===== config.mk =====
export PLATFORM = sky130hd
export DESIGN_NAME = usb_endpoint_mode_responder
export DESIGN_NICKNAME = d
export VERILOG_FILES = /design/src/uemr_pkg.sv /design/src/uemr_ep_buffer.sv /design/src/usb_endpoint_mode_responder.sv
export SDC_FILE = /design/constraint.sdc
export NUM_CORES = 1
export LEC_CHECK = 0
export BUFFER_PORTS_ARGS = -buffer_cell sky130_fd_sc_hd__buf_2
export CAP_MARGIN = 40
export CORE_MARGIN = 10
export CORE_UTILIZATION = 64
export DETAILED_ROUTE_END_ITERATION = 8
export GPL_TIMING_DRIVEN = 0
export PLACE_DENSITY = 0.84
export SYNTH_ARGS = -nofsm -noshare
export SYNTH_HDL_FRONTEND = slang
export SYNTH_SLANG_ARGS = --single-unit

===== constraint.sdc =====
create_clock -name clk_sys -period 6.15 [get_ports clk_sys]
set_input_delay 0.9225 -clock clk_sys [delete_from_list [all_inputs] [get_ports clk_sys]]
set_output_delay 0.9225 -clock clk_sys [all_outputs]
set_load 0.05 [all_outputs]

===== src/uemr_pkg.sv =====
/*
  Shared constants and types for the USB endpoint mode responder.
  Assumes an 8-bit processor IO space and an engine clock of 200 MHz.
*/
package uemr_pkg;
  localparam int unsigned EP_COUNT     = 3;
  localparam int unsigned BUF_BYTES    = 8;
  localparam logic [7:0]  ADDR_EP1_MODE = 8'h45;
  localparam logic [7:0]  ADDR_EP2_MODE = 8'h46;
  localparam logic [7:0]  ADDR_EP0BUF  = 8'h50;
  localparam logic [7:0]  ADDR_EP1BUF  = 8'h58;
  localparam logic [7:0]  ADDR_EP2BUF  = 8'h60;
  localparam logic [7:0]  MODE_RESET   = 8'h00;
  localparam int unsigned BIT_STALL    = 7;
  localparam int unsigned BIT_RSVD     = 6;
  localparam int unsigned BIT_NAK_IE   = 5;
  localparam int unsigned BIT_ACKD     = 4;
  localparam int unsigned MODE_MSB     = 3;
  localparam logic [3:0]  RX_LEN_MAX   = 4'ha;
  localparam logic [3:0]  RX_LEN_ZERO  = 4'h2;

  typedef enum logic [3:0] {
    UEMR_M_DISABLE  = 4'b0000,
    UEMR_M_NAK_IO   = 4'b0001,
    UEMR_M_STAT_OUT = 4'b0010,
    UEMR_M_STALL_IO = 4'b0011,
    UEMR_M_STAT_IN  = 4'b0110,
    UEMR_M_ACKO_SIN = 4'b1011,
    UEMR_M_ACKI_SO  = 4'b1111,
    UEMR_M_NAK_OUT  = 4'b1000,
    UEMR_M_ACK_OUT  = 4'b1001,
    UEMR_M_NAK_IN   = 4'b1100,
    UEMR_M_ACK_IN   = 4'b1101
  } uemr_mode_t;

  typedef enum logic [1:0] {
    UEMR_T_OUT   = 2'b00,
    UEMR_T_IN    = 2'b01,
    UEMR_T_SETUP = 2'b10
  } uemr_tok_t;

  typedef enum logic [2:0] {
    UEMR_R_IGNORE = 3'b000,
    UEMR_R_ACK    = 3'b001,
    UEMR_R_NAK    = 3'b010,
    UEMR_R_STALL  = 3'b011,
    UEMR_R_DATA   = 3'b100
  } uemr_resp_t;

  typedef enum logic [1:0] {
    UEMR_S_IDLE = 2'b00,
    UEMR_S_TX   = 2'b01,
    UEMR_S_HS   = 2'b10
  } uemr_state_t;
endpackage


===== src/uemr_ep_buffer.sv =====
/*
  One endpoint data buffer: an engine write port, a processor write port
  and two asynchronous read ports. Contents are not reset.
  Assumes both writers run on clk_sys.
*/
module uemr_ep_buffer #(
  parameter int unsigned DEPTH = 8
) (
  input  wire logic                     clk_sys,
  input  wire logic                     eng_we,
  input  wire logic [$clog2(DEPTH)-1:0] eng_idx,
  input  wire logic [7:0]               eng_wdata,
  input  wire logic                     cpu_we,
  input  wire logic [$clog2(DEPTH)-1:0] cpu_idx,
  input  wire logic [7:0]               cpu_wdata,
  input  wire logic [$clog2(DEPTH)-1:0] rd_idx,
  output logic      [7:0]               cpu_rdata,
  output logic      [7:0]               rd_data
);
  logic [7:0] mem [DEPTH];

  if (DEPTH < 2 || (DEPTH & (DEPTH - 1)) != 0) begin : g_chk
    $error("buffer depth must be a power of two");
  end

  // no reset on contents
  // engine wins a same-cycle clash so received data is never lost
  always_ff @(posedge clk_sys) begin
    if (eng_we) begin
      mem[eng_idx] <= eng_wdata;
    end
    if (cpu_we && !(eng_we && eng_idx == cpu_idx)) begin
      mem[cpu_idx] <= cpu_wdata;
    end
  end

  assign cpu_rdata = mem[cpu_idx];
  assign rd_data   = mem[rd_idx];
endmodule


===== src/usb_endpoint_mode_responder.sv =====
/*
  Endpoint response logic of a low-speed USB serial_interface_engine:
  decides the handshake for each token, streams counted IN data from the
  endpoint buffers, auto-advances data endpoint modes, and holds the two
  data endpoint mode registers and three endpoint buffers in IO space.
  Assumes packet decode, CRC, toggle and line coding live elsewhere and
  present one decision request per transaction on clk_sys.
//
// Function
// - stall bit stalls ACK-OUT/ACK-IN traffic
// - NAK events only when enable set
// - ACK completion sets acknowledged flag
// - firmware mode write clears acknowledged flag
// - engine update blocks same-cycle firmware write
// - three 8-byte buffers at fixed bases
// - buffers IO-only, contents undefined after reset
// - mode 0000 ignores every token
// - 0001: accept SETUP, NAK IN/OUT
// - 0010: SETUP, STALL IN, check OUT
// - 0011: SETUP, STALL IN and OUT
// - 0110: SETUP, STALL OUT, zero IN
// - 1011: SETUP, ACK OUT, zero IN
// - 1111: SETUP, counted IN, check OUT
// - 1000 NAKs OUT, 1100 NAKs IN
// - 1001 ACKs OUT, then becomes 1000
// - 1101 sends data, host ACK gives 1100
// - reserved modes ignore all tokens
// - check: ACK zero length toggle one
// - IN data sends exactly byte count
*/
module usb_endpoint_mode_responder
  import uemr_pkg::*;
#(
  parameter int unsigned BUF_DEPTH = uemr_pkg::BUF_BYTES
) (
  input  wire logic                  clk_sys,
  input  wire logic                  srst,
  input  wire logic [7:0]            io_addr,
  input  wire logic [7:0]            io_wdata,
  input  wire logic                  io_wr,
  input  wire logic                  io_rd,
  output logic      [7:0]            io_rdata,
  input  wire logic [3:0]            ctl_mode,
  input  wire logic [11:0]           ep_byte_count,
  input  wire logic                  tok_valid,
  input  wire uemr_pkg::uemr_tok_t   tok_type,
  input  wire logic [1:0]            tok_ep,
  input  wire logic [3:0]            rx_len,
  input  wire logic                  rx_ok,
  input  wire logic                  rx_toggle,
  input  wire logic                  rx_wr,
  input  wire logic [1:0]            rx_ep,
  input  wire logic [2:0]            rx_idx,
  input  wire logic [7:0]            rx_byte,
  output logic                       resp_valid,
  output uemr_pkg::uemr_resp_t       resp_code,
  output logic      [3:0]            resp_len,
  output logic                       tx_valid,
  output logic      [7:0]            tx_data,
  output logic                       tx_last,
  input  wire logic                  tx_ready,
  input  wire logic                  hs_valid,
  input  wire logic                  hs_ack,
  output logic      [2:0]            ep_event,
  output logic                       busy
);
  import uemr_pkg::*;

  localparam int unsigned IW = $clog2(BUF_DEPTH);

  if (BUF_DEPTH != BUF_BYTES) begin : g_chk
    $error("endpoint buffer depth must match the 3-bit byte index");
  end

  typedef struct packed {
    uemr_state_t     st;
    logic [1:0]      ep;
    logic [3:0]      left;
    logic [2:0]      idx;
    logic [1:0][7:0] mreg;
    uemr_resp_t      resp;
    logic            resp_vld;
    logic [3:0]      rlen;
    logic [7:0]      txd;
    logic            txv;
    logic            txl;
    logic [2:0]      evt;
    logic [7:0]      rdata;
  } uemr_regs_t;

  uemr_regs_t r;
  uemr_regs_t next_r;

  logic [2:0][7:0] buf_cpu_rd;
  logic [2:0][7:0] buf_tx_rd;
  logic [2:0]      buf_sel;
  logic            cpu_buf_we;

  // buffer decode on 8-byte aligned bases
  assign buf_sel[0] = (io_addr[7:3] == ADDR_EP0BUF[7:3]);
  assign buf_sel[1] = (io_addr[7:3] == ADDR_EP1BUF[7:3]);
  assign buf_sel[2] = (io_addr[7:3] == ADDR_EP2BUF[7:3]);
  assign cpu_buf_we = io_wr;

  for (genvar g = 0; g < EP_COUNT; g++) begin : g_buf
    uemr_ep_buffer #(
      .DEPTH (BUF_DEPTH)
    ) u_buf (
      .clk_sys   (clk_sys),
      .eng_we    (rx_wr && rx_ep == 2'(g)),
      .eng_idx   (rx_idx),
      .eng_wdata (rx_byte),
      .cpu_we    (cpu_buf_we && buf_sel[g]),
      .cpu_idx   (io_addr[IW-1:0]),
      .cpu_wdata (io_wdata),
      .rd_idx    (r.idx),
      .cpu_rdata (buf_cpu_rd[g]),
      .rd_data   (buf_tx_rd[g])
    );
  end

  function automatic logic [3:0] count_of(input logic [1:0] ep, input logic [11:0] cnt);
    logic [3:0] c;
    c = cnt[3:0];
    case (ep)
      2'd1:    c = cnt[7:4];
      2'd2:    c = cnt[11:8];
      default: c = cnt[3:0];
    endcase
    return c;
  endfunction

  // handshake decision for one transaction
  function automatic uemr_resp_t decide(input logic ep0, input logic [3:0] mode,
                                        input logic stall, input uemr_tok_t tok,
                                        input logic good, input logic zero_tog1);
    uemr_resp_t d;
    d = UEMR_R_IGNORE;
    if (ep0) begin
      case (mode)
        UEMR_M_NAK_IO, UEMR_M_STAT_OUT, UEMR_M_STALL_IO, UEMR_M_STAT_IN,
        UEMR_M_ACKO_SIN, UEMR_M_ACKI_SO: begin
          if (tok == UEMR_T_SETUP) begin
            d = good ? UEMR_R_ACK : UEMR_R_IGNORE;
          end else if (tok == UEMR_T_IN) begin
            case (mode)
              UEMR_M_NAK_IO:   d = UEMR_R_NAK;
              UEMR_M_STAT_IN,
              UEMR_M_ACKO_SIN: d = UEMR_R_DATA;
              UEMR_M_ACKI_SO:  d = UEMR_R_DATA;
              default:         d = UEMR_R_STALL;
            endcase
          end else if (good) begin
            case (mode)
              UEMR_M_NAK_IO:   d = UEMR_R_NAK;
              UEMR_M_ACKO_SIN: d = UEMR_R_ACK;
              UEMR_M_STAT_OUT,
              UEMR_M_ACKI_SO:  d = zero_tog1 ? UEMR_R_ACK : UEMR_R_STALL;
              default:         d = UEMR_R_STALL;
            endcase
          end
        end
        default: d = UEMR_R_IGNORE;
      endcase
    end else begin
      case (mode)
        UEMR_M_NAK_OUT: d = (tok == UEMR_T_OUT && good) ? UEMR_R_NAK : UEMR_R_IGNORE;
        UEMR_M_NAK_IN:  d = (tok == UEMR_T_IN) ? UEMR_R_NAK : UEMR_R_IGNORE;
        UEMR_M_ACK_OUT: begin
          if (tok == UEMR_T_OUT && good) begin
            d = stall ? UEMR_R_STALL : UEMR_R_ACK;
          end
        end
        // stall or send the IN data
        UEMR_M_ACK_IN: begin
          if (tok == UEMR_T_IN) begin
            d = stall ? UEMR_R_STALL : UEMR_R_DATA;
          end
        end
        default: d = UEMR_R_IGNORE;
      endcase
    end
    return d;
  endfunction

  uemr_resp_t dec;
  logic [3:0] tok_mode;
  logic [7:0] tok_mreg;

  always_comb begin
    tok_mreg = (tok_ep == 2'd2) ? r.mreg[1] : r.mreg[0];
    // current register value steers each ep1/ep2 token, ctl_mode steers each ep0 token
    tok_mode = (tok_ep == 2'd0) ? ctl_mode : tok_mreg[MODE_MSB:0];
    dec = decide(tok_ep == 2'd0, tok_mode, tok_mreg[BIT_STALL], tok_type,
                 rx_ok && rx_len <= RX_LEN_MAX,
                 rx_len == RX_LEN_ZERO && rx_toggle);
  end

  // engine update request into the shared mode update strobe
  logic       eng_upd;
  logic       eng_slot;
  logic [3:0] eng_mode;

  always_comb begin
    next_r          = r;
    next_r.resp_vld = 1'b0;
    next_r.evt      = 3'b000;
    eng_upd         = 1'b0;
    eng_slot        = 1'b0;
    eng_mode        = UEMR_M_DISABLE;

    case (r.st)
      UEMR_S_IDLE: begin
        if (tok_valid && tok_ep != 2'd3) begin
          next_r.ep   = tok_ep;
          next_r.resp = dec;
          next_r.rlen = 4'h0;
          next_r.idx  = 3'd0;
          if (dec != UEMR_R_IGNORE) begin
            next_r.resp_vld = 1'b1;
          end
          case (dec)
            UEMR_R_ACK: begin
              next_r.evt[tok_ep] = 1'b1;
              if (tok_ep != 2'd0) begin
                // ACK issued, fall back to NAK OUT
                eng_upd  = 1'b1;
                eng_slot = tok_ep[1];
                eng_mode = UEMR_M_NAK_OUT;
              end
            end
            UEMR_R_NAK: begin
              if (tok_ep != 2'd0 && tok_mreg[BIT_NAK_IE]) begin
                next_r.evt[tok_ep] = 1'b1;
              end
            end
            UEMR_R_DATA: begin
              if (tok_mode == UEMR_M_ACKI_SO || tok_mode == UEMR_M_ACK_IN) begin
                next_r.rlen = count_of(tok_ep, ep_byte_count);
                next_r.left = count_of(tok_ep, ep_byte_count);
              end else begin
                next_r.left = 4'h0;
              end
              next_r.st = UEMR_S_TX;
            end
            default: next_r.st = UEMR_S_IDLE;
          endcase
        end
      end
      UEMR_S_TX: begin
        if (!r.txv || tx_ready) begin
          if (r.left != 4'h0) begin
            next_r.txv  = 1'b1;
            next_r.txd  = buf_tx_rd[r.ep];
            next_r.txl  = (r.left == 4'h1);
            next_r.left = r.left - 4'h1;
            next_r.idx  = r.idx + 3'd1;
          end else begin
            next_r.txv = 1'b0;
            next_r.txl = 1'b0;
            next_r.st  = UEMR_S_HS;
          end
        end
      end
      UEMR_S_HS: begin
        if (hs_valid) begin
          next_r.st = UEMR_S_IDLE;
          if (hs_ack) begin
            next_r.evt[r.ep] = 1'b1;
            if (r.ep != 2'd0) begin
              // host ACK, fall back to NAK IN
              eng_upd  = 1'b1;
              eng_slot = r.ep[1];
              eng_mode = UEMR_M_NAK_IN;
            end
          end
        end
      end
      default: next_r.st = UEMR_S_IDLE;
    endcase

    // firmware side of the mode registers
    for (int k = 0; k < 2; k++) begin
      if (io_wr && !eng_upd && io_addr == (k == 0 ? ADDR_EP1_MODE : ADDR_EP2_MODE)) begin
        next_r.mreg[k]           = io_wdata;
        next_r.mreg[k][BIT_ACKD] = 1'b0;
      end
    end
    // engine update owns the strobe this cycle
    if (eng_upd) begin
      next_r.mreg[eng_slot][MODE_MSB:0] = eng_mode;
      next_r.mreg[eng_slot][BIT_ACKD]   = 1'b1;
    end

    // registered read data, zero for unmapped addresses
    next_r.rdata = 8'h00;
    if (io_rd) begin
      if (io_addr == ADDR_EP1_MODE) begin
        next_r.rdata = r.mreg[0];
      end else if (io_addr == ADDR_EP2_MODE) begin
        next_r.rdata = r.mreg[1];
      end else begin
        for (int b = 0; b < EP_COUNT; b++) begin
          if (buf_sel[b]) begin
            next_r.rdata = buf_cpu_rd[b];
          end
        end
      end
    end
  end

  always_ff @(posedge clk_sys) begin
    if (srst) begin
      r.st       <= UEMR_S_IDLE;
      r.ep       <= 2'd0;
      r.left     <= 4'h0;
      r.idx      <= 3'd0;
      r.mreg     <= {MODE_RESET, MODE_RESET};
      r.resp     <= UEMR_R_IGNORE;
      r.resp_vld <= 1'b0;
      r.rlen     <= 4'h0;
      r.txd      <= 8'h00;
      r.txv      <= 1'b0;
      r.txl      <= 1'b0;
      r.evt      <= 3'b000;
      r.rdata    <= 8'h00;
    end else begin
      r <= next_r;
    end
  end

  assign io_rdata   = r.rdata;
  assign resp_valid = r.resp_vld;
  assign resp_code  = r.resp;
  assign resp_len   = r.rlen;
  assign tx_valid   = r.txv;
  assign tx_data    = r.txd;
  assign tx_last    = r.txl;
  assign ep_event   = r.evt;
  assign busy       = (r.st != UEMR_S_IDLE);
endmodule


# Word-level counts from Yosys, hierarchy flattened
# Memory sizes are Yosys's and may differ from the RTL's. A register that Yosys moved wholly into a read port is not among the register bits.
# Cells that the tools add are included.
[classes] add_sub_neg=2 order_cmp=7 n_eq_ne=37 muxes=97 bitwise_logic=4 reduce_logical=52
[ops] operator="two-way mux 8 bit" count=9
[ops] operator="two-way mux 3 bit" count=16
[ops] operator="two-way mux 4 bit" count=11
[ops] operator="two-way mux 1 bit" count=28
[ops] operator="equality test 4 bit (second input constant)" count=6
[ops] operator="logical AND 1 bit" count=23
[ops] operator="two-way mux 2 bit" count=10
[ops] operator="case mux 3 bit (2 select lines)" count=3
[ops] operator="binary-select mux 8 bit (select 2 bit)" count=1
[ops] operator="bitwise mux 16 bit" count=1
[ops] operator="demux 8 bit (select 1 bit)" count=2
[ops] operator="equality test 8 x 7 -> 1 bit (second input constant)" count=2
[ops] operator="two-way mux 16 bit" count=1
[ops] operator="bitwise OR 16 bit" count=1
[ops] operator="case mux 4 bit (2 select lines)" count=2
[ops] operator="equality test 5 x 4 -> 1 bit (second input constant)" count=3
[ops] operator="two-way mux 7 bit" count=2
[ops] operator="!= test 2 bit (second input constant)" count=7
[ops] operator="case mux 7 bit (2 select lines)" count=1
[ops] operator="equality test 4 x 2 -> 1 bit (second input constant)" count=3
[ops] operator="case mux 2 bit (3 select lines)" count=2
[ops] operator="case mux 3 bit (4 select lines)" count=1
[ops] operator="two-way mux 11 bit" count=1
[ops] operator="AND reduction 5 bit" count=2
[ops] operator="33 further kinds" count=61
[totals] register_bits=56 ramBits=192 output_inout_bits=30 mem_count=3
[memory_table] memory="g_buf[0].u_buf.mem" words=8 word_bits=8 read_ports=2 rd_clocked_by_memory_dff=1 wr=2 line="uemr_ep_buffer.sv:20" rtl="logic [7:0] mem [DEPTH];"
[memory_table] memory="g_buf[1].u_buf.mem" words=8 word_bits=8 read_ports=2 rd_clocked_by_memory_dff=1 wr=2 line="uemr_ep_buffer.sv:20"
[memory_table] memory="g_buf[2].u_buf.mem" words=8 word_bits=8 read_ports=2 rd_clocked_by_memory_dff=1 wr=2 line="uemr_ep_buffer.sv:20"

# Longest topological paths before layout
# Gate-level depths: netlist of run 1.
[depth] depth_word=22 mapped_depth=11 mapped_depth_nobuf=9

# Hierarchy
# Synthesis of run 1 repeated with hierarchy kept, for this count alone.
[unflattened] cells_unflattened=1183 area_unflattened_um2=15843.9
[by_module_without_submodules] module="uemr_ep_buffer at g_buf[1].u_buf ..." instances=2 cells_per_inst=260 area_per_inst_um2=4211.5
[by_module_without_submodules] module="uemr_ep_buffer at g_buf[0].u_buf" instances=1 cells_per_inst=249 area_per_inst_um2=3918.8
[by_module_without_submodules] module="usb_endpoint_mode_responder" instances=1 cells_per_inst=414 area_per_inst_um2=3502.1

# Worst setup path before layout of run 1
# No wires, ideal clock.
[synth_path] path_type="input-to-reg" startpoint="in tok_ep[0]" endpoint="reg r[31] (netlist name)" setup_ns=0.115 arrival_time_ns=3.242 setup_slack_ns=2.793 cell_stages=9 path_buffers=0 cell_sequence="inv_1 -> ha_1 -> mux2_2 -> or3_1 -> or3_2 -> o21ai_1 -> a2bb2oi_4 -> mux2_4 -> o21a_1"
[synth_via] elab_chain_cells=22 elab_cells_between_ends=57 cone_classes="order compare (2); eq/ne (13); mux (31); bitwise (1); reduce/logical (10)"
[synth_lines] item="start: declaration" line="usb_endpoint_mode_responder.sv:47" rtl="input wire logic [1:0] tok_ep,"
[synth_lines] item="equality test 2 bit" line="usb_endpoint_mode_responder.sv:191" rtl="tok_mreg = (tok_ep == 2'd2) ? r.mreg[1] : r.mreg[0];"
[synth_lines] item="two-way mux 8 bit" line="usb_endpoint_mode_responder.sv:191"
[synth_lines] item="two-way mux 4 bit" line="usb_endpoint_mode_responder.sv:193" rtl="tok_mode = (tok_ep == 2'd0) ? ctl_mode : tok_mreg[MODE_MSB:0];"
[synth_lines] item="equality test 4 bit / equality test 4 x 2 -> 1 bit (equally long branches)" line="usb_endpoint_mode_responder.sv:140, usb_endpoint_mode_responder.sv:146, usb_endpoint_mode_responder.sv:154"
[synth_lines] item="OR reduction 2 bit" line="usb_endpoint_mode_responder.sv:154" rtl="case (mode)"
[synth_lines] item="case mux 2 bit (3 select lines)" line="usb_endpoint_mode_responder.sv:154"
[synth_lines] item="two-way mux 2 bit" line="usb_endpoint_mode_responder.sv:153" rtl="end else if (good) begin"
[synth_lines] item="two-way mux 3 bit" line="usb_endpoint_mode_responder.sv:145" rtl="end else if (tok == UEMR_T_IN) begin"
[synth_lines] item="(+6 left out)"
[synth_lines] item="case mux 1 bit (2 select lines)" line="usb_endpoint_mode_responder.sv:212" rtl="case (r.st)"
[synth_lines] item="less-than comparator 1 x 2 -> 1 bit (implied by the code) (tied with other cells)" line="usb_endpoint_mode_responder.sv:291" rtl="next_r.mreg[eng_slot][MODE_MSB:0] = eng_mode;"
[synth_lines] item="logical AND 1 bit (on tied branches)" line="usb_endpoint_mode_responder.sv:291, usb_endpoint_mode_responder.sv:284"
[synth_lines] item="two-way mux 4 bit (implied by the code) / logical AND 1 bit (equally long branches)" line="usb_endpoint_mode_responder.sv:291, usb_endpoint_mode_responder.sv:284"
[synth_lines] item="demux 8 bit (select 1 bit) / two-way mux 8 bit (equally long branches)" line="usb_endpoint_mode_responder.sv:291, usb_endpoint_mode_responder.sv:284"
[synth_lines] item="bitwise mux 16 bit" line="usb_endpoint_mode_responder.sv:291"
[synth_lines] item="bitwise OR 16 bit (no source line)"
[synth_lines] item="two-way mux 16 bit *" line="usb_endpoint_mode_responder.sv:290" rtl="if (eng_upd) begin"
[synth_lines] item="end signal: assignment" line="usb_endpoint_mode_responder.sv:328" rtl="r <= next_r;"
[synth_lines] item="end: declaration" line="usb_endpoint_mode_responder.sv:91" rtl="uemr_regs_t r;"
# Every way passes the cells marked *; elsewhere a longest branch is shown, timed or not.
# A chain may end at the register's enable or synchronous reset.

==> results of run 1 <==
[synth_stat cells, types with 13 or more instances]
cell      instances
mux4_2           56
nor3_1           18
a22o_1           13
a21oi_1          24
nand4_1          25
nand2_1          29
buf_4            26
edfxtp_1        192
a22oi_1          83
mux2_2          194
clkbuf_1         72
buf_2            16
mux2i_1          31
inv_1            21
o22ai_1          24
nor2_1           67
o21ai_0          15
dfxtp_1          59
[path summary, 6_finish.rpt]
| kind | from | end | slack (ns) | cells after the start |
|---|---|---|---|---|
| worst max-delay path | io_addr[1] | g_buf[0].u_buf.mem[2][0] | 2.13 | 7 |
| worst min-delay path | resp_code[2] | resp_code[2] | 0.47 | 1 |
| worst max register to register | flip-flop | tx_data[5] | 2.53 | 8 |
| worst min register to register | resp_code[2] | resp_code[2] | 0.47 | 1 |
[logic make-up after synthesis]
group / share of synthesized area
muxes: 0.262
DFF: 0.481
AOI/OAI and AO/OA: 0.119
and+or+nand+nor: 0.0824
buffers and inverters: 0.0461
adders and majority gates: 0.00607
xor gates and xnor gates: 0.00243
[per-layer routing]
| layer | part of all wire | global-route usage |
|---|---|---|
| met4 | 0.069 | 0.190 |
| met2 | 0.45 | 0.499 |
| met5 | 0.00017 | 0 |
| met3 | 0.15 | 0.0976 |
| met1 | 0.33 | 0.382 |
[registers in the layout (all words and copies together) (netlist names), named ones only]
signal           count
tx_data              8
r                   21
resp_valid           1
ep_event             3
io_rdata             8
tx_last              1
resp_len             4
tx_valid             1
resp_code            3
g_buf.u_buf.mem    192
[report_power, final]
part / internal (uW) / switching (uW)
sequential: 1840 / 12.6
clock: 902 / 680
combinational: 128 / 220
[worst max-delay path, stage by stage]
cell	delay (ns)
clkbuf_1	0.27
buf_2	0.30
nor3b_1	0.67
clkbuf_1	0.72
nand2_1	0.64
o21ai_1	0.45
buf_4	0.28
[per-stage QoR]
step	cell area, um^2	total power, uW
after global placement	15200	2200
after detailed placement	15500	2220
after floorplan	14400	2090
after CTS	16300	3750
after global routing	16300	3850
final	16300	3790
[cells in the final DEF (no fill, tap or decap), types with 25 or more instances in the layout]
| master | netlist | final |
|---|---|---|
| a22oi_1 | 83 | 83 |
| buf_2 | 16 | 106 |
| buf_4 | 26 | 58 |
| clkbuf_1 | 72 | 75 |
| clkbuf_16 | 0 | 28 |
| dfxtp_1 | 59 | 59 |
| edfxtp_1 | 192 | 192 |
| mux2_2 | 194 | 194 |
| mux2i_1 | 31 | 31 |
| mux4_2 | 56 | 56 |
| nand2_1 | 29 | 29 |
| nand4_1 | 25 | 25 |
| nor2_1 | 67 | 67 |
[layout make-up]
cell class | instances | share of cell area
sequential | 251 | 0.425
tap | 280 | 0.0215
clock buffer | 40 | 0.0493
timing repair buffer | 123 | 0.0430
buffer | 123 | 0.0359
multi-input combinational | 737 | 0.417
inverter | 21 | 0.00483
clock inverter | 8 | 0.00276
==> flow_metrics.env, run 1 <==
export IMPL_fillers=1404
export IMPL_finalSetupTns_ns=0
export IMPL_drv_slew=0
export IMPL_period_share=0.653
export IMPL_num_antenna_cells=0
export IMPL_die_y_um=170
export IMPL_fin_util=0.741
export IMPL_path_max_fanout=10
export IMPL_synth_area_um2=14400
export IMPL_synth_seq_area_share=0.481
export IMPL_hold_class="reg2reg"
export IMPL_drt_wl_total_mm=47.5
export IMPL_setup_viol=0
export IMPL_ys_ff_latch=251
export IMPL_irDropWorstVdd_uv=194
export IMPL_ant_nets=0
export IMPL_insertion_delay_ns=0.55
export IMPL_layout_drive_gt1_share=0.382
export IMPL_viasPerCell=7.42
export IMPL_timing_hold_ws_ns=0.468
export IMPL_antenna_found_initial=2
export IMPL_clkTransAtPathRegs_ns=0.06
export IMPL_final_cells=1583
export IMPL_wire_per_inst_um=30.0
export IMPL_async_reset_ff_frac=0
export IMPL_status="finished clean"
export IMPL_slew_headroom=0.354
export IMPL_cts_root_buf="clkbuf_16"
export IMPL_crit_type="in2reg"
export IMPL_syn_nets=1203
export IMPL_drc=0
export IMPL_cp_required_ns=6.39
export IMPL_dr_first_iter_drc_count=2136
export IMPL_cts_tree="yes"
export IMPL_pwr_density_cell_nw_per_um2=232
export IMPL_worst_pin_slew_ns=0.968
export IMPL_cts_hold_buf=0
export IMPL_critical_path_arrival_ns=4.26
export IMPL_cts_path_max_buffers=3
export IMPL_post_cts_resized=0
export IMPL_io_buffers=87
export IMPL_dp_slack_ns=1.93
export IMPL_grt_pass1_vias=11700
export IMPL_worst_slack_ns=2.13
export IMPL_htreeDepth=1
export IMPL_netlist_instances=1132
export IMPL_avgSynthCellArea_um2=12.7
export IMPL_grt_max_degree=16
export IMPL_dp_hpwl_mm=34.0
export IMPL_initial_core_util=0.655
export IMPL_post_cts_buffers=0
export IMPL_grt_pass1_wl_mm=69.7
export IMPL_fin_crit_ns=4.02
export IMPL_maxCapViolCount=0
export IMPL_globalplace_congestion=0.994
export IMPL_grt_overflow=0
export IMPL_area_growth_pct=13.2
export IMPL_synth_edf_count=192
export IMPL_synth_main_ff_cell="edfxtp_1"
export IMPL_ys_types=72
export IMPL_grtUsageTotal=0.318
export IMPL_nets=1354
export IMPL_rows=54
export IMPL_num_vias=11700
export IMPL_dieArea_um2=29000
export IMPL_fp_dieW_um=170
export IMPL_yosys_area_top_type="edfxtp_1"
export IMPL_power_leakage_uw=0.00552
export IMPL_ios=94
export IMPL_fmax_mhz=249
export IMPL_dr_pass1_iters=7
export IMPL_numCtsBuffers=26
export IMPL_start_kind="primary input"
export IMPL_place_inst=1532
export IMPL_clkSinkCount=251
export IMPL_rsz0062_at_grt="false"
export IMPL_multi_input_comb_area_um2=6820
export IMPL_finalHoldViolCount=0
export IMPL_yosysWarnings=0
export IMPL_crit_path_end_kind="flip-flop"
export IMPL_synth_area_leaders="edfxtp_1, mux2_2, mux4_2"
export IMPL_core_um2=22000
export IMPL_regArea_um2=6950
export IMPL_fin_skew_ns=0.0168
export IMPL_yosysTopAreaCellShare=0.400
(Power assumes the default switching activity.)
==> run 2: changes to the inputs <==
--- a/config.mk
+++ b/config.mk
@@ -8,10 +8,10 @@
 export BUFFER_PORTS_ARGS = -buffer_cell sky130_fd_sc_hd__buf_2
 export CAP_MARGIN = 40
 export CORE_MARGIN = 10
-export CORE_UTILIZATION = 64
+export CORE_UTILIZATION = 62
 export DETAILED_ROUTE_END_ITERATION = 8
 export GPL_TIMING_DRIVEN = 0
-export PLACE_DENSITY = 0.84
+export PLACE_DENSITY = 0.81
 export SYNTH_ARGS = -nofsm -noshare
 export SYNTH_HDL_FRONTEND = slang
 export SYNTH_SLANG_ARGS = --single-unit
==> constraint.sdc (replaced) <==
create_clock -name clk_sys -period 4.1 [get_ports clk_sys]
set_input_delay 0.615 -clock clk_sys [delete_from_list [all_inputs] [get_ports clk_sys]]
set_output_delay 0.615 -clock clk_sys [all_outputs]
set_load 0.05 [all_outputs]
==> flow_metrics.env, run 2 (synthesized netlist as in run 1, its figures left out) <==
export IMPL_dieArea_um2=29800
export IMPL_slew_headroom=0.309
export IMPL_status="finished clean"
export IMPL_largest_reg_flops=192
export IMPL_core_um2=22800
export IMPL_regMostFlops="g_buf.u_buf.mem"
export IMPL_period_share=0.935
export IMPL_htreeDepth=1
export IMPL_cp_required_ns=4.50
export IMPL_drt_wl_total_mm=47.1
export IMPL_start_kind="flip-flop"
export IMPL_fmax_mhz=261
export IMPL_globalplace_congestion=0.979
export IMPL_regArea_um2=6950
export IMPL_grt_pass1_vias=11600
export IMPL_cts_path_max_buffers=3
export IMPL_viasPerCell=7.22
export IMPL_fp_dieW_um=173
export IMPL_hold_depth=3
export IMPL_cts_root_buf="clkbuf_16"
export IMPL_crit_type="reg2reg"
export IMPL_ant_nets=0
export IMPL_worst_pin_slew_ns=1.03
export IMPL_switchingPower_uw=1330
export IMPL_ff2ff_setup_slack_ns=0.27
export IMPL_ios=94
export IMPL_grt_pass1_wl_mm=70.3
export IMPL_clkSinkCount=251
export IMPL_power_leakage_uw=0.00549
export IMPL_initial_core_util=0.633
export IMPL_timing_hold_ws_ns=0.366
export IMPL_num_vias=11700
export IMPL_crit_path_end_kind="flip-flop"
export IMPL_cts_hold_buf=0
export IMPL_insertion_delay_ns=0.54
export IMPL_grtUsageTotal=0.303
export IMPL_finalHoldViolCount=0
export IMPL_mostFrequentLayoutCells="mux2_2, edfxtp_1, buf_2"
export IMPL_worstHoldStart="tok_ep[0]"
export IMPL_layout_drive_gt1_share=0.373
export IMPL_io_buffers=87
export IMPL_pwr_density_cell_nw_per_um2=343
export IMPL_rsz0062_at_grt="false"
export IMPL_cts_tree="yes"
export IMPL_fillers=1586
export IMPL_timing_rr_end="tx_data[3]"
export IMPL_die_y_um=173
export IMPL_rr_worst_depth=8
export IMPL_power_frac_comb=0.092
export IMPL_dr_pass1_iters=8
export IMPL_nets=1355
export IMPL_drc=0
export IMPL_dr_first_iter_drc_count=1940
export IMPL_dp_hpwl_mm=34.2
export IMPL_multi_input_comb_area_um2=6820
export IMPL_critical_path_arrival_ns=4.24
export IMPL_whs_endpoint="r[52]"
export IMPL_dp_slack_ns=0.168
export IMPL_rows=55
export IMPL_grt_overflow=0
export IMPL_layout_commonest_cell="mux2_2"
export IMPL_final_cells=1615
export IMPL_worst_slack_ns=0.266
export IMPL_reg_top3="g_buf.u_buf.mem (192), r (21)"
export IMPL_maxCapViolCount=0
export IMPL_hold_class="in2reg"
export IMPL_numCtsBuffers=27
export IMPL_path_max_fanout=10
export IMPL_clkTransAtPathRegs_ns=0.06
export IMPL_setup_viol=0
export IMPL_irDropWorstVdd_uv=344
export IMPL_drv_slew=0
export IMPL_internal_power_uw=4260
export IMPL_num_antenna_cells=0
export IMPL_antenna_found_initial=1
export IMPL_clkPwrFrac=0.411
export IMPL_seq_power_share=0.498
export IMPL_switching_share=0.238
export IMPL_post_cts_buffers=0
export IMPL_area_growth_pct=13.2
export IMPL_place_inst=1567
export IMPL_post_cts_resized=0
export IMPL_fin_crit_ns=3.83
export IMPL_fin_skew_ns=0.0191
export IMPL_grt_max_degree=13
export IMPL_wire_per_inst_um=29.2
run 2: cell types whose count changed in the layout (fill, tap and decap cells not counted), moves of 2 or more:
cell	before	now
buf_4	58	56
clkbuf_1	75	81
clkbuf_4	5	0
clkbuf_8	4	0
clkinv_1	0	7
clkinv_2	5	2
inv_4	2	0
run 2: through the flow:
stage | TNS (ns) | cell area [um^2] | total power [uW] | util
4_1_cts | 0 | 16300 | 5550 | 0.717
6_report | 0 | 16300 | 5600 | 0.717
2_1_floorplan | 0 | 14400 | 3140 | -
5_1_grt | 0 | 16300 | 5700 | 0.717
3_5_place_dp | 0 | 15500 | 3330 | 0.682
3_3_place_gp | -11.97 | 15300 | 3310 | 0.670
run 2: power by group through the flow:
stage	Clock (uW)	Sequential [uW]	Combinational (uW)
after global placement	0	2840	469
after detailed placement	0	2840	488
after floorplan	0	2830	309
after CTS	2270	2780	492
final	2300	2780	514
after global routing	2370	2790	539
run 2: final cells by class:
cell class                      count  share of cell area
Clock inverter                     10             0.00406
Timing Repair Buffer              123              0.0433
Clock buffer                       37              0.0450
Inverter                           21             0.00483
Sequential cell                   251               0.425
Multi-Input combinational cell    737               0.418
Buffer                            123              0.0359
Tap cell                          313              0.0240
run 2: per-layer routing:
| layer | GRT usage | vias to the layer above | routed length (um) |
|---|---|---|---|
| li1 | - | 4797 | - |
| met1 | 0.394 | 5586 | 16400 |
| met2 | 0.457 | 1075 | 21000 |
| met3 | 0.0830 | 203 | 7190 |
| met4 | 0.154 | 2 | 2520 |
| met5 | 0 | - | 13 |
run 2: how the worst max path moves through the flow:
stage                     startpoint                  endpoint  slack, ns
after global placement    io_addr[1]  g_buf[0].u_buf.mem[2][6]      -0.58
final                      flip-flop                tx_data[3]       0.27
after global routing       flip-flop                tx_data[5]       0.31
after CTS                  flip-flop                tx_data[3]       0.52
after detailed placement  io_addr[1]  g_buf[0].u_buf.mem[2][6]       0.17
after floorplan            tok_ep[0]                     r[31]       1.05
run 2: worst max-delay path, stage by stage (launching register included):
cell and delay, ns:
dfxtp_1 0.37, clkbuf_1 0.60, clkbuf_1 0.79, clkbuf_1 0.64, mux4_2 0.43, mux2i_1 0.36, o22ai_1 0.26, nor2_1 0.16
nor3_1 0.06
